[src/rtl/sfm_consts.svh]
// constants for the serial fault monitor and pin control block
`ifndef SFM_CONSTS_SVH
`define SFM_CONSTS_SVH
`define SFM_NUM_PINS      5
`define SFM_PIN_SIMO      0
`define SFM_PIN_SOMI      1
`define SFM_PIN_CLK       2
`define SFM_PIN_READY     3
`define SFM_PIN_SELECT    4
`define SFM_NUM_FORMATS   4
`define SFM_DIV_W         8
`define SFM_DLY_W         8
`define SFM_LEN_W         5
`define SFM_DIV_EXTRA     8'h02
`define SFM_DEF_CHAR_LEN  5'h08
`define SFM_DEF_DIVIDER   8'h00
`define SFM_PIN_RESET     5'h00
`endif

[src/rtl/sfm_pkg.sv]
// types shared by the serial fault monitor modules
`include "sfm_consts.svh"
package sfm_pkg;
    typedef logic [`SFM_NUM_PINS-1:0] sfm_pins_t;
    typedef logic [`SFM_DIV_W-1:0]    sfm_div_t;
    typedef logic [`SFM_DLY_W-1:0]    sfm_dly_t;
    typedef logic [`SFM_LEN_W-1:0]    sfm_len_t;
    typedef struct packed {
        sfm_div_t divider;
        sfm_len_t char_len;
        logic     wait_for_ready_bit;
    } sfm_fmt_t;
    typedef enum logic [2:0] {
        SFM_IDLE     = 3'b000,
        SFM_SEL_DLY  = 3'b001,
        SFM_RESP     = 3'b010,
        SFM_SHIFT    = 3'b011,
        SFM_DESEL    = 3'b100,
        SFM_RELEASE  = 3'b101
    } sfm_state_t;
endpackage

[src/rtl/sfm_sample_if.sv]
// sample tick carrier between the main block and its ticker
interface sfm_sample_if;
    import sfm_pkg::*;
    sfm_div_t divider;
    logic     restart;
    logic     tick;
    modport owner  (output divider, output restart, input tick);
    modport ticker (input divider, input restart, output tick);
endinterface

[src/rtl/sfm_core.sv]
// serial controller fault monitor, reset, sleep and pin control
// ----------------------------------------------------------
// Functional notes
// - master in enable or five-pin mode watches the ready handshake
// - ready released mid-character flags sync loss
// - eight-bit release timeout loaded from the delay configuration
// - sync loss sets buffer bit and flag, interrupt if enabled
// - release window starts after deselect delay, or after shifting
// - ready sampled every divider plus two clocks; release ends window
// - full release window is timeout plus divider plus two clocks
// - release window runs only if ready high, timeout nonzero, wait set
// - response window starts after select delay, or at select
// - no ready in time sets timeout bit, flag, interrupt, aborts
// - response window ends on ready seen in any clock, else value plus divider plus two
// - response window needs ready low and wait bit; zero waits forever
// - master flags length error on early ready release if pin functional
// - slave flags length error on early deselect if pin functional
// - soft reset bit low or hardware reset restores all defaults
// - sleep bit freezes internal logic and registers
// - register access while asleep runs clock for that access only
// - pins functional or general purpose with direction and level
// - set and clear writes change only the bits written with one
// - pin input shows live level for inputs, driven value for outputs
// - debug halt ignored; reads of status clear even from debugger
// - four formats hold the divider, chosen per transfer
// ----------------------------------------------------------
module sfm_core
    import sfm_pkg::*;
(
    input  wire logic                clk_sys,
    input  wire logic                reset_n,
    input  wire logic                clk_en,
    input  wire logic                soft_reset_release,
    input  wire logic                local_sleep_bit,
    input  wire logic                reg_access,
    input  wire logic                master_mode,
    input  wire logic                debug_halt,
    input  wire logic                fmt_we,
    input  wire logic [1:0]          fmt_waddr,
    input  wire sfm_pkg::sfm_fmt_t   fmt_wdata,
    input  wire logic                delay_we,
    input  wire sfm_pkg::sfm_dly_t   select_to_shift_delay,
    input  wire sfm_pkg::sfm_dly_t   end_to_deselect_delay,
    input  wire sfm_pkg::sfm_dly_t   select_to_response_timeout,
    input  wire sfm_pkg::sfm_dly_t   end_to_release_timeout,
    input  wire logic                tx_start,
    input  wire logic [1:0]          tx_format_select,
    output logic                     tx_ready,
    input  wire logic                shift_bit_tick,
    input  wire logic                sync_loss_ie,
    input  wire logic                timeout_ie,
    input  wire logic                length_ie,
    input  wire logic                buffer_read,
    input  wire logic                flag_read,
    input  wire logic                func_we,
    input  wire logic                dir_we,
    input  wire logic                out_we,
    input  wire logic                set_we,
    input  wire logic                clr_we,
    input  wire sfm_pkg::sfm_pins_t  pin_wdata,
    input  wire sfm_pkg::sfm_pins_t  pin_in,
    output sfm_pkg::sfm_pins_t       pin_out,
    output sfm_pkg::sfm_pins_t       pin_oe,
    output sfm_pkg::sfm_pins_t       pin_function_reg,
    output sfm_pkg::sfm_pins_t       pin_direction_reg,
    output sfm_pkg::sfm_pins_t       pin_output_reg,
    output sfm_pkg::sfm_pins_t       pin_input_reg,
    output logic                     sync_loss_bit,
    output logic                     timeout_bit,
    output logic                     sync_loss_flag,
    output logic                     response_expired_flag,
    output logic                     length_error_flag,
    output logic                     fault_irq,
    output sfm_pkg::sfm_state_t      shift_state,
    output logic                     sleeping
);
    import sfm_pkg::*;

    // ----------------------------------------------------------
    // clock gating and reset
    // ----------------------------------------------------------
    logic run;
    logic rst_n;
    logic acc_en;
    assign rst_n  = reset_n && soft_reset_release;
    // debug_halt intentionally has no effect
    assign run    = clk_en && !local_sleep_bit;
    assign acc_en = clk_en && (!local_sleep_bit || reg_access);
    assign sleeping = local_sleep_bit;

    // ----------------------------------------------------------
    // formats and delays
    // ----------------------------------------------------------
    sfm_fmt_t fmt [`SFM_NUM_FORMATS];
    sfm_fmt_t cur_fmt, win_fmt;
    logic [1:0] fmt_sel;
    sfm_dly_t c2t, t2c, c2e, t2e;
    always_ff @(posedge clk_sys) begin
        if (!rst_n) begin
            for (int i = 0; i < `SFM_NUM_FORMATS; i++) begin
                fmt[i] <= '{`SFM_DEF_DIVIDER, `SFM_DEF_CHAR_LEN, 1'b0};
            end
        end else if (acc_en && fmt_we) begin
            fmt[fmt_waddr] <= fmt_wdata;
        end
    end
    always_ff @(posedge clk_sys) begin
        if (!rst_n) begin
            c2t <= '0;
            t2c <= '0;
            c2e <= '0;
            t2e <= '0;
        end else if (acc_en && delay_we) begin
            c2t <= select_to_shift_delay;
            t2c <= end_to_deselect_delay;
            c2e <= select_to_response_timeout;
            t2e <= end_to_release_timeout;
        end
    end
    assign cur_fmt = fmt[fmt_sel];
    assign win_fmt = (state == SFM_IDLE) ? fmt[tx_format_select] : cur_fmt;

    // ----------------------------------------------------------
    // sample ticker
    // ----------------------------------------------------------
    sfm_sample_if smp ();
    logic win_start;
    assign smp.divider = cur_fmt.divider;
    assign smp.restart = win_start;
    sfm_ticker u_ticker (
        .clk_sys (clk_sys),
        .reset_n (rst_n),
        .clk_en  (run),
        .smp     (smp)
    );

    // ----------------------------------------------------------
    // pin control
    // ----------------------------------------------------------
    sfm_pins_t func_out;
    sfm_pins_t func_oe;
    logic      select_drive;
    sfm_gpio u_gpio (
        .clk_sys           (clk_sys),
        .reset_n           (rst_n),
        .clk_en            (acc_en),
        .func_we           (func_we),
        .func_wdata        (pin_wdata),
        .dir_we            (dir_we),
        .dir_wdata         (pin_wdata),
        .out_we            (out_we),
        .out_wdata         (pin_wdata),
        .set_we            (set_we),
        .clr_we            (clr_we),
        .mask_wdata        (pin_wdata),
        .func_out          (func_out),
        .func_oe           (func_oe),
        .pin_in            (pin_in),
        .pin_function_reg  (pin_function_reg),
        .pin_direction_reg (pin_direction_reg),
        .pin_output_reg    (pin_output_reg),
        .pin_input_reg     (pin_input_reg),
        .pin_out           (pin_out),
        .pin_oe            (pin_oe)
    );
    always_comb begin
        func_out = '0;
        func_oe  = '0;
        func_out[`SFM_PIN_SELECT] = !select_drive;
        func_oe[`SFM_PIN_SELECT]  = master_mode;
    end

    // ----------------------------------------------------------
    // handshake view
    // ----------------------------------------------------------
    logic ready_used;
    logic select_used;
    logic ready_in;
    logic select_in;
    assign ready_used  = pin_function_reg[`SFM_PIN_READY];
    assign select_used = pin_function_reg[`SFM_PIN_SELECT];
    assign ready_in    = !pin_in[`SFM_PIN_READY];
    assign select_in   = !pin_in[`SFM_PIN_SELECT];

    // ----------------------------------------------------------
    // transfer sequencer
    // ----------------------------------------------------------
    sfm_state_t state;
    sfm_state_t next_state;
    sfm_dly_t   win_cnt;
    sfm_len_t   bit_cnt;
    logic       win_active;
    logic       ev_sync_loss_bit;
    logic       ev_timeout;
    logic       ev_length;
    logic       bits_done;
    logic       five_pin;
    assign shift_state = state;
    assign tx_ready    = (state == SFM_IDLE) && master_mode;
    assign five_pin    = ready_used && select_used;
    assign bits_done   = (bit_cnt + 5'h01) >= cur_fmt.char_len;
    assign select_drive = master_mode && (state != SFM_IDLE) && (state != SFM_RELEASE);

    always_comb begin
        next_state = state;
        win_start  = 1'b0;
        ev_sync_loss_bit  = 1'b0;
        ev_timeout = 1'b0;
        ev_length  = 1'b0;
        unique case (state)
            SFM_IDLE: begin
                if (tx_start && master_mode) begin
                    next_state = (c2t != 8'h00) ? SFM_SEL_DLY : SFM_RESP;
                    win_start  = 1'b1;
                end
            end
            SFM_SEL_DLY: begin
                if (win_cnt == 8'h00) begin
                    next_state = SFM_RESP;
                    win_start  = 1'b1;
                end
            end
            SFM_RESP: begin
                if (!five_pin || !cur_fmt.wait_for_ready_bit || ready_in) begin
                    next_state = SFM_SHIFT;
                end else if (win_active && win_cnt == 8'h00 && smp.tick && !ready_in) begin
                    ev_timeout = 1'b1;
                    next_state = SFM_IDLE;
                end
            end
            SFM_SHIFT: begin
                if (ready_used && ready_prev && !ready_in) begin
                    ev_sync_loss_bit  = 1'b1;
                    ev_length  = 1'b1;
                    next_state = SFM_IDLE;
                end else if (shift_bit_tick && bits_done) begin
                    next_state = (t2c != 8'h00) ? SFM_DESEL : SFM_RELEASE;
                    win_start  = 1'b1;
                end
            end
            SFM_DESEL: begin
                if (win_cnt == 8'h00) begin
                    next_state = SFM_RELEASE;
                    win_start  = 1'b1;
                end
            end
            SFM_RELEASE: begin
                if (!win_active || (smp.tick && !ready_in)) begin
                    next_state = SFM_IDLE;
                end else if (win_cnt == 8'h00 && smp.tick) begin
                    ev_sync_loss_bit  = 1'b1;
                    next_state = SFM_IDLE;
                end
            end
            default: next_state = SFM_IDLE;
        endcase
    end

    always_ff @(posedge clk_sys) begin
        if (!rst_n) begin
            state <= SFM_IDLE;
        end else if (run) begin
            state <= next_state;
        end
    end

    always_ff @(posedge clk_sys) begin
        if (!rst_n) begin
            fmt_sel <= 2'h0;
        end else if (run && state == SFM_IDLE && tx_start) begin
            fmt_sel <= tx_format_select;
        end
    end

    // window counter: delay phases count clocks, timeout phases count down
    // and expire on the first sample after zero, giving value plus divider plus two
    always_ff @(posedge clk_sys) begin
        if (!rst_n) begin
            win_cnt    <= '0;
            win_active <= 1'b0;
        end else if (run) begin
            if (win_start) begin
                unique case (next_state)
                    SFM_SEL_DLY: begin
                        win_cnt    <= c2t;
                        win_active <= 1'b0;
                    end
                    SFM_DESEL: begin
                        win_cnt    <= t2c;
                        win_active <= 1'b0;
                    end
                    SFM_RESP: begin
                        win_cnt    <= c2e;
                        win_active <= five_pin && win_fmt.wait_for_ready_bit
                                      && !ready_in && (c2e != 8'h00);
                    end
                    SFM_RELEASE: begin
                        win_cnt    <= t2e;
                        win_active <= ready_used && cur_fmt.wait_for_ready_bit
                                      && ready_in && (t2e != 8'h00);
                    end
                    default: begin
                        win_cnt    <= '0;
                        win_active <= 1'b0;
                    end
                endcase
            end else if (win_cnt != 8'h00) begin
                win_cnt <= win_cnt - 8'h01;
            end
        end
    end

    always_ff @(posedge clk_sys) begin
        if (!rst_n) begin
            bit_cnt <= '0;
        end else if (run) begin
            if (state != SFM_SHIFT && !(!master_mode && select_in)) begin
                bit_cnt <= '0;
            end else if (shift_bit_tick) begin
                bit_cnt <= bits_done ? 5'h00 : bit_cnt + 5'h01;
            end
        end
    end

    // slave: deselect seen before the counter wraps
    logic select_prev, ready_prev;
    logic slave_len_err;
    always_ff @(posedge clk_sys) begin
        if (!rst_n) begin
            select_prev <= 1'b0;
            ready_prev  <= 1'b0;
        end else if (run) begin
            select_prev <= select_in;
            ready_prev  <= ready_in;
        end
    end
    assign slave_len_err = !master_mode && select_used && select_prev && !select_in
                           && (bit_cnt != 5'h00);

    // ----------------------------------------------------------
    // status bits and flags; set wins over read clear
    // ----------------------------------------------------------
    always_ff @(posedge clk_sys) begin
        if (!rst_n) begin
            sync_loss_bit <= 1'b0;
            timeout_bit   <= 1'b0;
        end else if (acc_en) begin
            sync_loss_bit <= (run && ev_sync_loss_bit) || (sync_loss_bit && !buffer_read);
            timeout_bit   <= (run && ev_timeout) || (timeout_bit && !buffer_read);
        end
    end
    always_ff @(posedge clk_sys) begin
        if (!rst_n) begin
            sync_loss_flag        <= 1'b0;
            response_expired_flag <= 1'b0;
            length_error_flag     <= 1'b0;
        end else if (acc_en) begin
            sync_loss_flag        <= (run && ev_sync_loss_bit) || (sync_loss_flag && !flag_read);
            response_expired_flag <= (run && ev_timeout)
                                     || (response_expired_flag && !flag_read);
            length_error_flag     <= (run && (ev_length || slave_len_err))
                                     || (length_error_flag && !flag_read);
        end
    end
    assign fault_irq = (sync_loss_flag && sync_loss_ie)
                       || (response_expired_flag && timeout_ie)
                       || (length_error_flag && length_ie);
endmodule

[src/rtl/sfm_gpio.sv]
// pin function, direction and output level control
module sfm_gpio
    import sfm_pkg::*;
(
    input  wire logic        clk_sys,
    input  wire logic        reset_n,
    input  wire logic        clk_en,
    input  wire logic        func_we,
    input  wire sfm_pins_t   func_wdata,
    input  wire logic        dir_we,
    input  wire sfm_pins_t   dir_wdata,
    input  wire logic        out_we,
    input  wire sfm_pins_t   out_wdata,
    input  wire logic        set_we,
    input  wire logic        clr_we,
    input  wire sfm_pins_t   mask_wdata,
    input  wire sfm_pins_t   func_out,
    input  wire sfm_pins_t   func_oe,
    input  wire sfm_pins_t   pin_in,
    output sfm_pins_t        pin_function_reg,
    output sfm_pins_t        pin_direction_reg,
    output sfm_pins_t        pin_output_reg,
    output sfm_pins_t        pin_input_reg,
    output sfm_pins_t        pin_out,
    output sfm_pins_t        pin_oe
);
    // ----------------------------------------------------------
    // registers
    // ----------------------------------------------------------
    always_ff @(posedge clk_sys) begin
        if (!reset_n) begin
            pin_function_reg  <= `SFM_PIN_RESET;
            pin_direction_reg <= `SFM_PIN_RESET;
        end else if (clk_en) begin
            if (func_we) begin
                pin_function_reg <= func_wdata;
            end
            if (dir_we) begin
                pin_direction_reg <= dir_wdata;
            end
        end
    end
    always_ff @(posedge clk_sys) begin
        if (!reset_n) begin
            pin_output_reg <= `SFM_PIN_RESET;
        end else if (clk_en) begin
            if (out_we) begin
                pin_output_reg <= out_wdata;
            end else if (set_we) begin
                pin_output_reg <= pin_output_reg | mask_wdata;
            end else if (clr_we) begin
                pin_output_reg <= pin_output_reg & ~mask_wdata;
            end
        end
    end
    // ----------------------------------------------------------
    // pin muxing
    // ----------------------------------------------------------
    always_comb begin
        for (int i = 0; i < `SFM_NUM_PINS; i++) begin
            pin_out[i] = pin_function_reg[i] ? func_out[i] : pin_output_reg[i];
            pin_oe[i]  = pin_function_reg[i] ? func_oe[i] : pin_direction_reg[i];
            pin_input_reg[i] = pin_oe[i] ? pin_out[i] : pin_in[i];
        end
    end
endmodule

[src/rtl/sfm_ticker.sv]
// sampling ticker: one pulse every divider plus two clocks, none for a full-scale divider
module sfm_ticker
    import sfm_pkg::*;
(
    input  wire logic        clk_sys,
    input  wire logic        reset_n,
    input  wire logic        clk_en,
    sfm_sample_if.ticker     smp
);
    sfm_div_t count;
    always_ff @(posedge clk_sys) begin
        if (!reset_n) begin
            count <= '0;
        end else if (clk_en) begin
            if (smp.restart || smp.tick) begin
                count <= '0;
            end else begin
                count <= count + 8'h01;
            end
        end
    end
    // compare widened, so a full-scale divider never matches the count and no tick is made
    assign smp.tick = ({1'b0, count} == ({1'b0, smp.divider} + 9'h001)) && !smp.restart;
endmodule

[config.mk]
export PLATFORM = sky130hd
export DESIGN_NAME = sfm_core
export DESIGN_NICKNAME = d
export VERILOG_FILES = /design/src/rtl/sfm_pkg.sv /design/src/rtl/sfm_sample_if.sv /design/src/rtl/sfm_core.sv /design/src/rtl/sfm_gpio.sv /design/src/rtl/sfm_ticker.sv
export VERILOG_INCLUDE_DIRS = /design/src /design/src/rtl
export SDC_FILE = /design/constraint.sdc
export NUM_CORES = 1
export LEC_CHECK = 0
export ABC_AREA = 1
export CAP_MARGIN = 20
export CELL_PAD_IN_SITES_DETAIL_PLACEMENT = 1
export CELL_PAD_IN_SITES_GLOBAL_PLACEMENT = 2
export CORE_ASPECT_RATIO = 1.4
export CORE_MARGIN = 3
export CORE_UTILIZATION = 39
export DETAILED_ROUTE_END_ITERATION = 6
export DONT_BUFFER_PORTS = 1
export PLACE_DENSITY = 0.87
export SLEW_MARGIN = 0
export SYNTH_ARGS = -nofsm -noshare
export SYNTH_HDL_FRONTEND = slang
export SYNTH_SLANG_ARGS = --single-unit
export TNS_END_PERCENT = 10
[constraint.sdc]
create_clock -name clk_sys -period 6.7 [get_ports clk_sys]
set_input_delay 1.34 -clock clk_sys [delete_from_list [all_inputs] [get_ports clk_sys]]
set_output_delay 1.34 -clock clk_sys [all_outputs]
set_load 0.02 [all_outputs]
==> results.cfg, run 1 <==
[status]
status = finished clean

[yosys]
synth_nets = 1045
synth_ff_type = dfxtp_1
synthCells = 952
synth_cell_types = 47
yosys_warnings = 0
ys_seq_elements = 139
avgSynthCellArea_um2 = 7.66
async_flop_share_pct = 0
syn_area_um2 = 7290
synth_edf_count = 56
yosysSeqAreaShare_pct = 45.8

[worst_setup_path]
cpMaxStageDelayCell = dfxtp_1
r2r_slack_ns = 2.21
cp.arrival_ns = 4.79
max_stage_delay_ns = 0.74
path_class = register to register
cp_data_required_time_ns = 7.01
worstPathMaxFanout = 24
crit_path_cell_trace = inv_2 -> a32o_1 -> ha_1 -> nand2_1 -> inv_1 -> o21ai_0 -> nand4_1 -> nand3_1 -> nand2_1 -> inv_1 -> nand4_4 -> nand3_4 -> nand4_2 -> inv_1 -> a21oi_1 -> nand3_1 -> nand2_1 -> a21oi_1
reg2reg_depth = 18
crit_path_end_kind = register
rr_endpoint = win_cnt[1]$_SDFFE_PN0P_
start_kind = register

[die]
dieArea_um2 = 20400
dieHeight_um = 168
die_x_um = 122
floorplan.rows = 58
ios = 123
initial_core_util_pct = 40.2
coreArea_um2 = 18100

[worst_hold_path]
hold-path-endpoint = t2e[4]$_SDFFE_PN0P_
min_path_type = register to register
worstHoldStart = t2e[4]$_SDFFE_PN0P_
worstHoldPathCells = 2

[power_and_ir_drop]
clock_power_share_pct = 47.3
powerDensity_nw_per_um2 = 269
power.switching_mw = 0.580
p_int_mw = 1.60
combinationalPowerShare_pct = 9.9
seqPwrFrac_pct = 42.8
swShare_pct = 26.6
ir_worst_vdd_uv = 224
p_leak_nw = 3.33

[route]
drt_pass1_iterations = 4
drc_errors = 0
via_per_inst = 5.29
totalWireLength_um = 21700
initialDrtViolationCount = 323
ant_nets = 0
vias = 6329
routedWlPerCell_um = 18.2

[sta]
hold_viol_final = 0
fin_crit_ns = 4.49
slew_violations = 0
tightest_slew_ns = 0.942
clock.fmax_ghz = 0.223
setup_violations = 0
timing.setup.tns_ns = 0
post-route-period-util_pct = 67.0
rsz0062_at_grt = false
fin_worst_skew_ns = 0.00943
relSlewSlack_pct = 36.9

[layout]
n_antenna_cell = 0
final_core_util_pct = 44.8
num-fill-cells = 2264
regMostFlops = fmt
final_cell_mix = 188 x nand2_1, 120 x inv_1, 109 x nor2_1
nNetsFinal = 1038
largest_register_ffs = 56
drive_above_1_share_pct = 8.67
area_growth_pct = 11.4
final_common_cell = nand2_1

[cts]
ctsHoldBuffers = 0
clk_path_buf_depth = 2
cts_sinks = 139
cts_resized = 0
htreeDepth = 4
cts.reportedPaths.clkPinSlew_ns = 0.06
cts_setup_buffers = 0
insertion_delay_ns = 0.43
cts-buffers-inserted = 17
clockRootBuffer = clkbuf_16
cts_tree = yes

[global_route]
grt_overflow = 0
grt_max_degree = 64
antenna_found_initial = 0
grt_pass1_vias = 6736
track_usage_pct = 22.1
grt_pass1_wl_um = 35100

[placed_design]
gp_congestion = 0.856
portBuffers = 0
dp_hpwl_um = 16100

[flow_run]
cap_violations = 0
==> routing by layer <==
metal	track usage [%]	vias up	routed length, µm
met5	0	-	0
met3	4.70	46	808
met2	39.6	127	11500
met4	10.9	0	898
li1	-	3130	-
met1	24.6	3026	8530
==> worst max-delay path, delay by kind of cell (launching register included) <==
family,cells,cell delay [ns]
adder cells (fa/ha/maj),1,0.32
AND/OR/NAND/NOR,9,1.63
flip-flops,1,0.74
buffers and inverters,4,0.89
AO/OA/AOI/OAI,4,0.77
==> through the flow <==
step | power (mW) | worst slack [ns] | std cells | hold slack [ns] | cell area, µm²
final | 2.18 | 2.21 | 1197 | 0.471 | 8130
after global routing | 2.27 | 1.69 | 1197 | 0.492 | 8130
after CTS | 2.20 | 2.11 | 1197 | 0.475 | 8130
after detailed placement | 1.17 | 1.96 | 1166 | 0.462 | 7490
after global placement | 1.17 | 2.05 | 1166 | 0.455 | 7490
after floorplan | 1.11 | 3.21 | 952 | 0.444 | 7290
==> worst max path at each step <==
| stage | to | slack [ns] | startpoint | cells past startpoint |
|---|---|---|---|---|
| 6_report | win_cnt[1]$_SDFFE_PN0P_ | 2.21 | register | 18 |
| 5_1_grt | win_cnt[2]$_SDFFE_PN0P_ | 1.69 | register | 17 |
| 4_1_cts | win_cnt[0]$_SDFFE_PN0P_ | 2.11 | register | 18 |
| 3_5_place_dp | fmt[2][7]$_SDFFCE_PN0P_ | 1.96 | clk_en | 13 |
| 3_3_place_gp | fmt[2][9]$_SDFFCE_PN0P_ | 2.05 | clk_en | 13 |
| 2_1_floorplan | pin_input_reg[4] | 3.21 | master_mode | 3 |
==> logic make-up (layout without fill, tap and decap cells) <==
logic type / after synthesis / count (layout) / synth area share (%)
AO/OA/AOI/OAI: 187 / 187 / 13.7
XOR/XNOR: 13 / 13 / 1.56
adder cells (fa/ha/maj): 11 / 11 / 1.89
buffers and inverters: 161 / 166 / 8.82
flip-flops: 139 / 139 / 45.8
multiplexers: 4 / 4 / 0.600
AND/OR/NAND/NOR: 437 / 437 / 27.6
==> Yosys cell counts, types with 5 or more instances <==
library cell | n | share of area, %
xor2_1 | 10 | 1.2
nand3_1 | 67 | 4.6
inv_1 | 120 | 6.2
clkbuf_1 | 21 | 1.1
nand2_2 | 9 | 0.77
inv_2 | 9 | 0.46
o21ai_0 | 70 | 4.8
ha_1 | 11 | 1.9
nand2_1 | 189 | 9.7
nand4_1 | 16 | 1.4
nor2_1 | 109 | 5.6
nand3_2 | 6 | 0.82
a21oi_1 | 92 | 6.3
edfxtp_1 | 56 | 23
o21ai_1 | 5 | 0.34
a32o_1 | 5 | 0.69
dfxtp_1 | 83 | 23
o22ai_1 | 5 | 0.43
nor3_1 | 23 | 1.6
==> power by group through the flow <==
stage	combinational, mW	clock, mW	sequential (mW)
2_1_floorplan	0.164	0	0.946
3_5_place_dp	0.218	0	0.953
6_report	0.217	1.03	0.934
5_1_grt	0.246	1.09	0.938
3_3_place_gp	0.215	0	0.951
4_1_cts	0.220	1.05	0.934
==> layout make-up <==
class / instances / area [µm²] / area share, %
multi-input cells: 652 / 3330 / 40.9
well taps: 240 / 300 / 3.69
clock inverters: 14 / 210 / 2.59
clock buffers: 17 / 425 / 5.23
repair buffers: 4 / 30.0 / 0.369
flip-flops and latches: 139 / 3340 / 41.1
inverters: 131 / 492 / 6.05
No activity file was read; power rests on OpenSTA's default activity.
==> run 2: changes to the inputs <==
--- a/config.mk
+++ b/config.mk
@@ -12,10 +12,10 @@
 export CELL_PAD_IN_SITES_GLOBAL_PLACEMENT = 2
 export CORE_ASPECT_RATIO = 1.4
 export CORE_MARGIN = 3
-export CORE_UTILIZATION = 39
+export CORE_UTILIZATION = 33
 export DETAILED_ROUTE_END_ITERATION = 6
 export DONT_BUFFER_PORTS = 1
-export PLACE_DENSITY = 0.87
+export PLACE_DENSITY = 0.79
 export SLEW_MARGIN = 0
 export SYNTH_ARGS = -nofsm -noshare
 export SYNTH_HDL_FRONTEND = slang
==> constraint.sdc (replaced) <==
create_clock -name clk_sys -period 3.9 [get_ports clk_sys]
set_input_delay 0.78 -clock clk_sys [delete_from_list [all_inputs] [get_ports clk_sys]]
set_output_delay 0.78 -clock clk_sys [all_outputs]
set_load 0.02 [all_outputs]
==> run 2 against run 1 <==
Compared with the run above: die area grew 17%; total power grew 70%; sequential share of layout area shrank 0.98 points; clock power grew 67%; maximum frequency grew 28%; hold slack lost 0.039 ns; final cell count grew 6.2%; final area grew 2.4%; largest cell class unchanged.
==> results.cfg, run 2 (same netlist as run 1, synthesis figures left out) <==
[status]
status = finished clean

[cts]
insertion_delay_ns = 0.43
htreeDepth = 4
cts_setup_buffers = 0
cts.reportedPaths.clkPinSlew_ns = 0.07
ctsHoldBuffers = 0
cts_resized = 0
cts_tree = yes
clk_path_buf_depth = 2
clockRootBuffer = clkbuf_16
cts_sinks = 139
cts-buffers-inserted = 17

[worst_setup_path]
reg2reg_depth = 15
start_kind = register
r2r_slack_ns = 0.40
worstPathMaxFanout = 18
cp_data_required_time_ns = 4.22
cpMaxStageDelayCell = dfxtp_1
crit_path_cell_trace = buf_4 -> o21ai_0 -> o22ai_1 -> ha_1 -> nand4_1 -> nand4_1 -> nand3_1 -> buf_4 -> nor3_1 -> nor3_2 -> nand3_2 -> nand3_1 -> o21ai_2 -> o21ai_1 -> a21oi_1
cp.arrival_ns = 3.81
max_stage_delay_ns = 0.50
crit_path_end_kind = register
path_class = register to register

[placed_design]
portBuffers = 0
gp_congestion = 0.804
dp.cells = 1239
dp_hpwl_um = 17300
preCtsSetupSlack_ns = 0.421

[global_route]
grt_pass1_wl_um = 36300
antenna_found_initial = 0
grt_max_degree = 64
grt_overflow = 0
track_usage_pct = 19.3
grt_pass1_vias = 6801

[sta]
finalWorstSetupSlack_ns = 0.403
fin_crit_ns = 3.50
rsz0062_at_grt = false
post-route-period-util_pct = 89.7
clock.fmax_ghz = 0.286
fin_worst_skew_ns = 0.0125
slew_violations = 0
fin_hold_ws_ns = 0.432
hold_viol_final = 0
tightest_slew_ns = 0.937
setup_violations = 0
relSlewSlack_pct = 37.3
timing.setup.tns_ns = 0

[route]
ant_nets = 0
drc_errors = 0
vias = 6364
drt_pass1_iterations = 4
initialDrtViolationCount = 209
via_per_inst = 5.01
routedWlPerCell_um = 17.8
totalWireLength_um = 22700

[die]
dieArea_um2 = 23900
dieHeight_um = 182
die_x_um = 132
floorplan.rows = 63
coreArea_um2 = 21400
ios = 123
initial_core_util_pct = 34.0

[layout]
final_cell_mix = 188 x nand2_1, 120 x inv_1, 109 x nor2_1
final_core_util_pct = 38.8
regMostFlops = fmt
area_growth_pct = 14.2
n_antenna_cell = 0
nNetsFinal = 1059
final_common_cell = nand2_1
largest_register_ffs = 56
num-fill-cells = 2649
drive_above_1_share_pct = 10.6
stdcell_count = 1271

[power_and_ir_drop]
p_leak_nw = 3.42
ir_worst_vdd_uv = 248
powerDensity_nw_per_um2 = 446

[worst_hold_path]
worstHoldPathCells = 1
min_path_type = input pin to register

[flow_run]
cap_violations = 0
## run 2: cell count changes in the layout (fill, tap and decap cells not counted), moves of 2 or more
cell	previous run	this run
clkinv_4	3	0
clkinv_8	0	2
inv_8	3	5
bufinv_16	4	2
buf_4	4	25
inv_6	2	4
## run 2: per-stage QoR
step / total power [mW] / area [µm²]
after floorplan: 1.91 / 7290
after global placement: 2.03 / 7700
after detailed placement: 2.03 / 7700
after CTS: 3.76 / 8330
after global routing: 3.86 / 8330
final: 3.72 / 8330
## run 2: critical path: cells and delay by family, from the launching register on
kind,cells,cell delay [ns]
and+or+nand+nor,7,1.35
AOI/OAI and AO/OA,5,0.75
DFF,1,0.50
buffers and inverters,2,0.49
adders and majority gates,1,0.27
## run 2: final cells by class
type                       instances  area (µm²)  share of cell area (%)
tap                              292         365                    4.39
clock inverter                    15         199                    2.39
multi-input combinational        652        3310                    39.8
sequential                       139        3340                    40.2
clock buffer                      17         425                    5.11
inverter                         131         492                    5.91
timing repair buffer              25         188                    2.25
## run 2: per-layer routing
metal  vias to the layer above  share of wire, %  track usage (%)
li1                       3189                 -                -
met1                      3056                39             19.9
met2                        87                55             37.7
met3                        32               3.5             4.16
met4                         0               2.7             7.40
met5                         -                 0                0
## run 2: path summary, 6_finish.rpt
check,from,endpoint
worst min-delay path,pin_in[4],select_prev$_SDFFE_PN0P_
worst min register to register,bit_cnt[4]$_SDFFE_PN0P_,bit_cnt[4]$_SDFFE_PN0P_
worst max register to register,register,win_cnt[0]$_SDFFE_PN0P_
worst max-delay path,register,win_cnt[0]$_SDFFE_PN0P_
## run 2: power breakdown
| part | internal (mW) | switching [mW] | total [mW] |
|---|---|---|---|
| sequential | 1.57 | 0.0345 | 1.60 |
| clock | 0.982 | 0.740 | 1.72 |
| combinational | 0.113 | 0.281 | 0.394 |
| total | 2.66 | 1.05 | 3.72 |
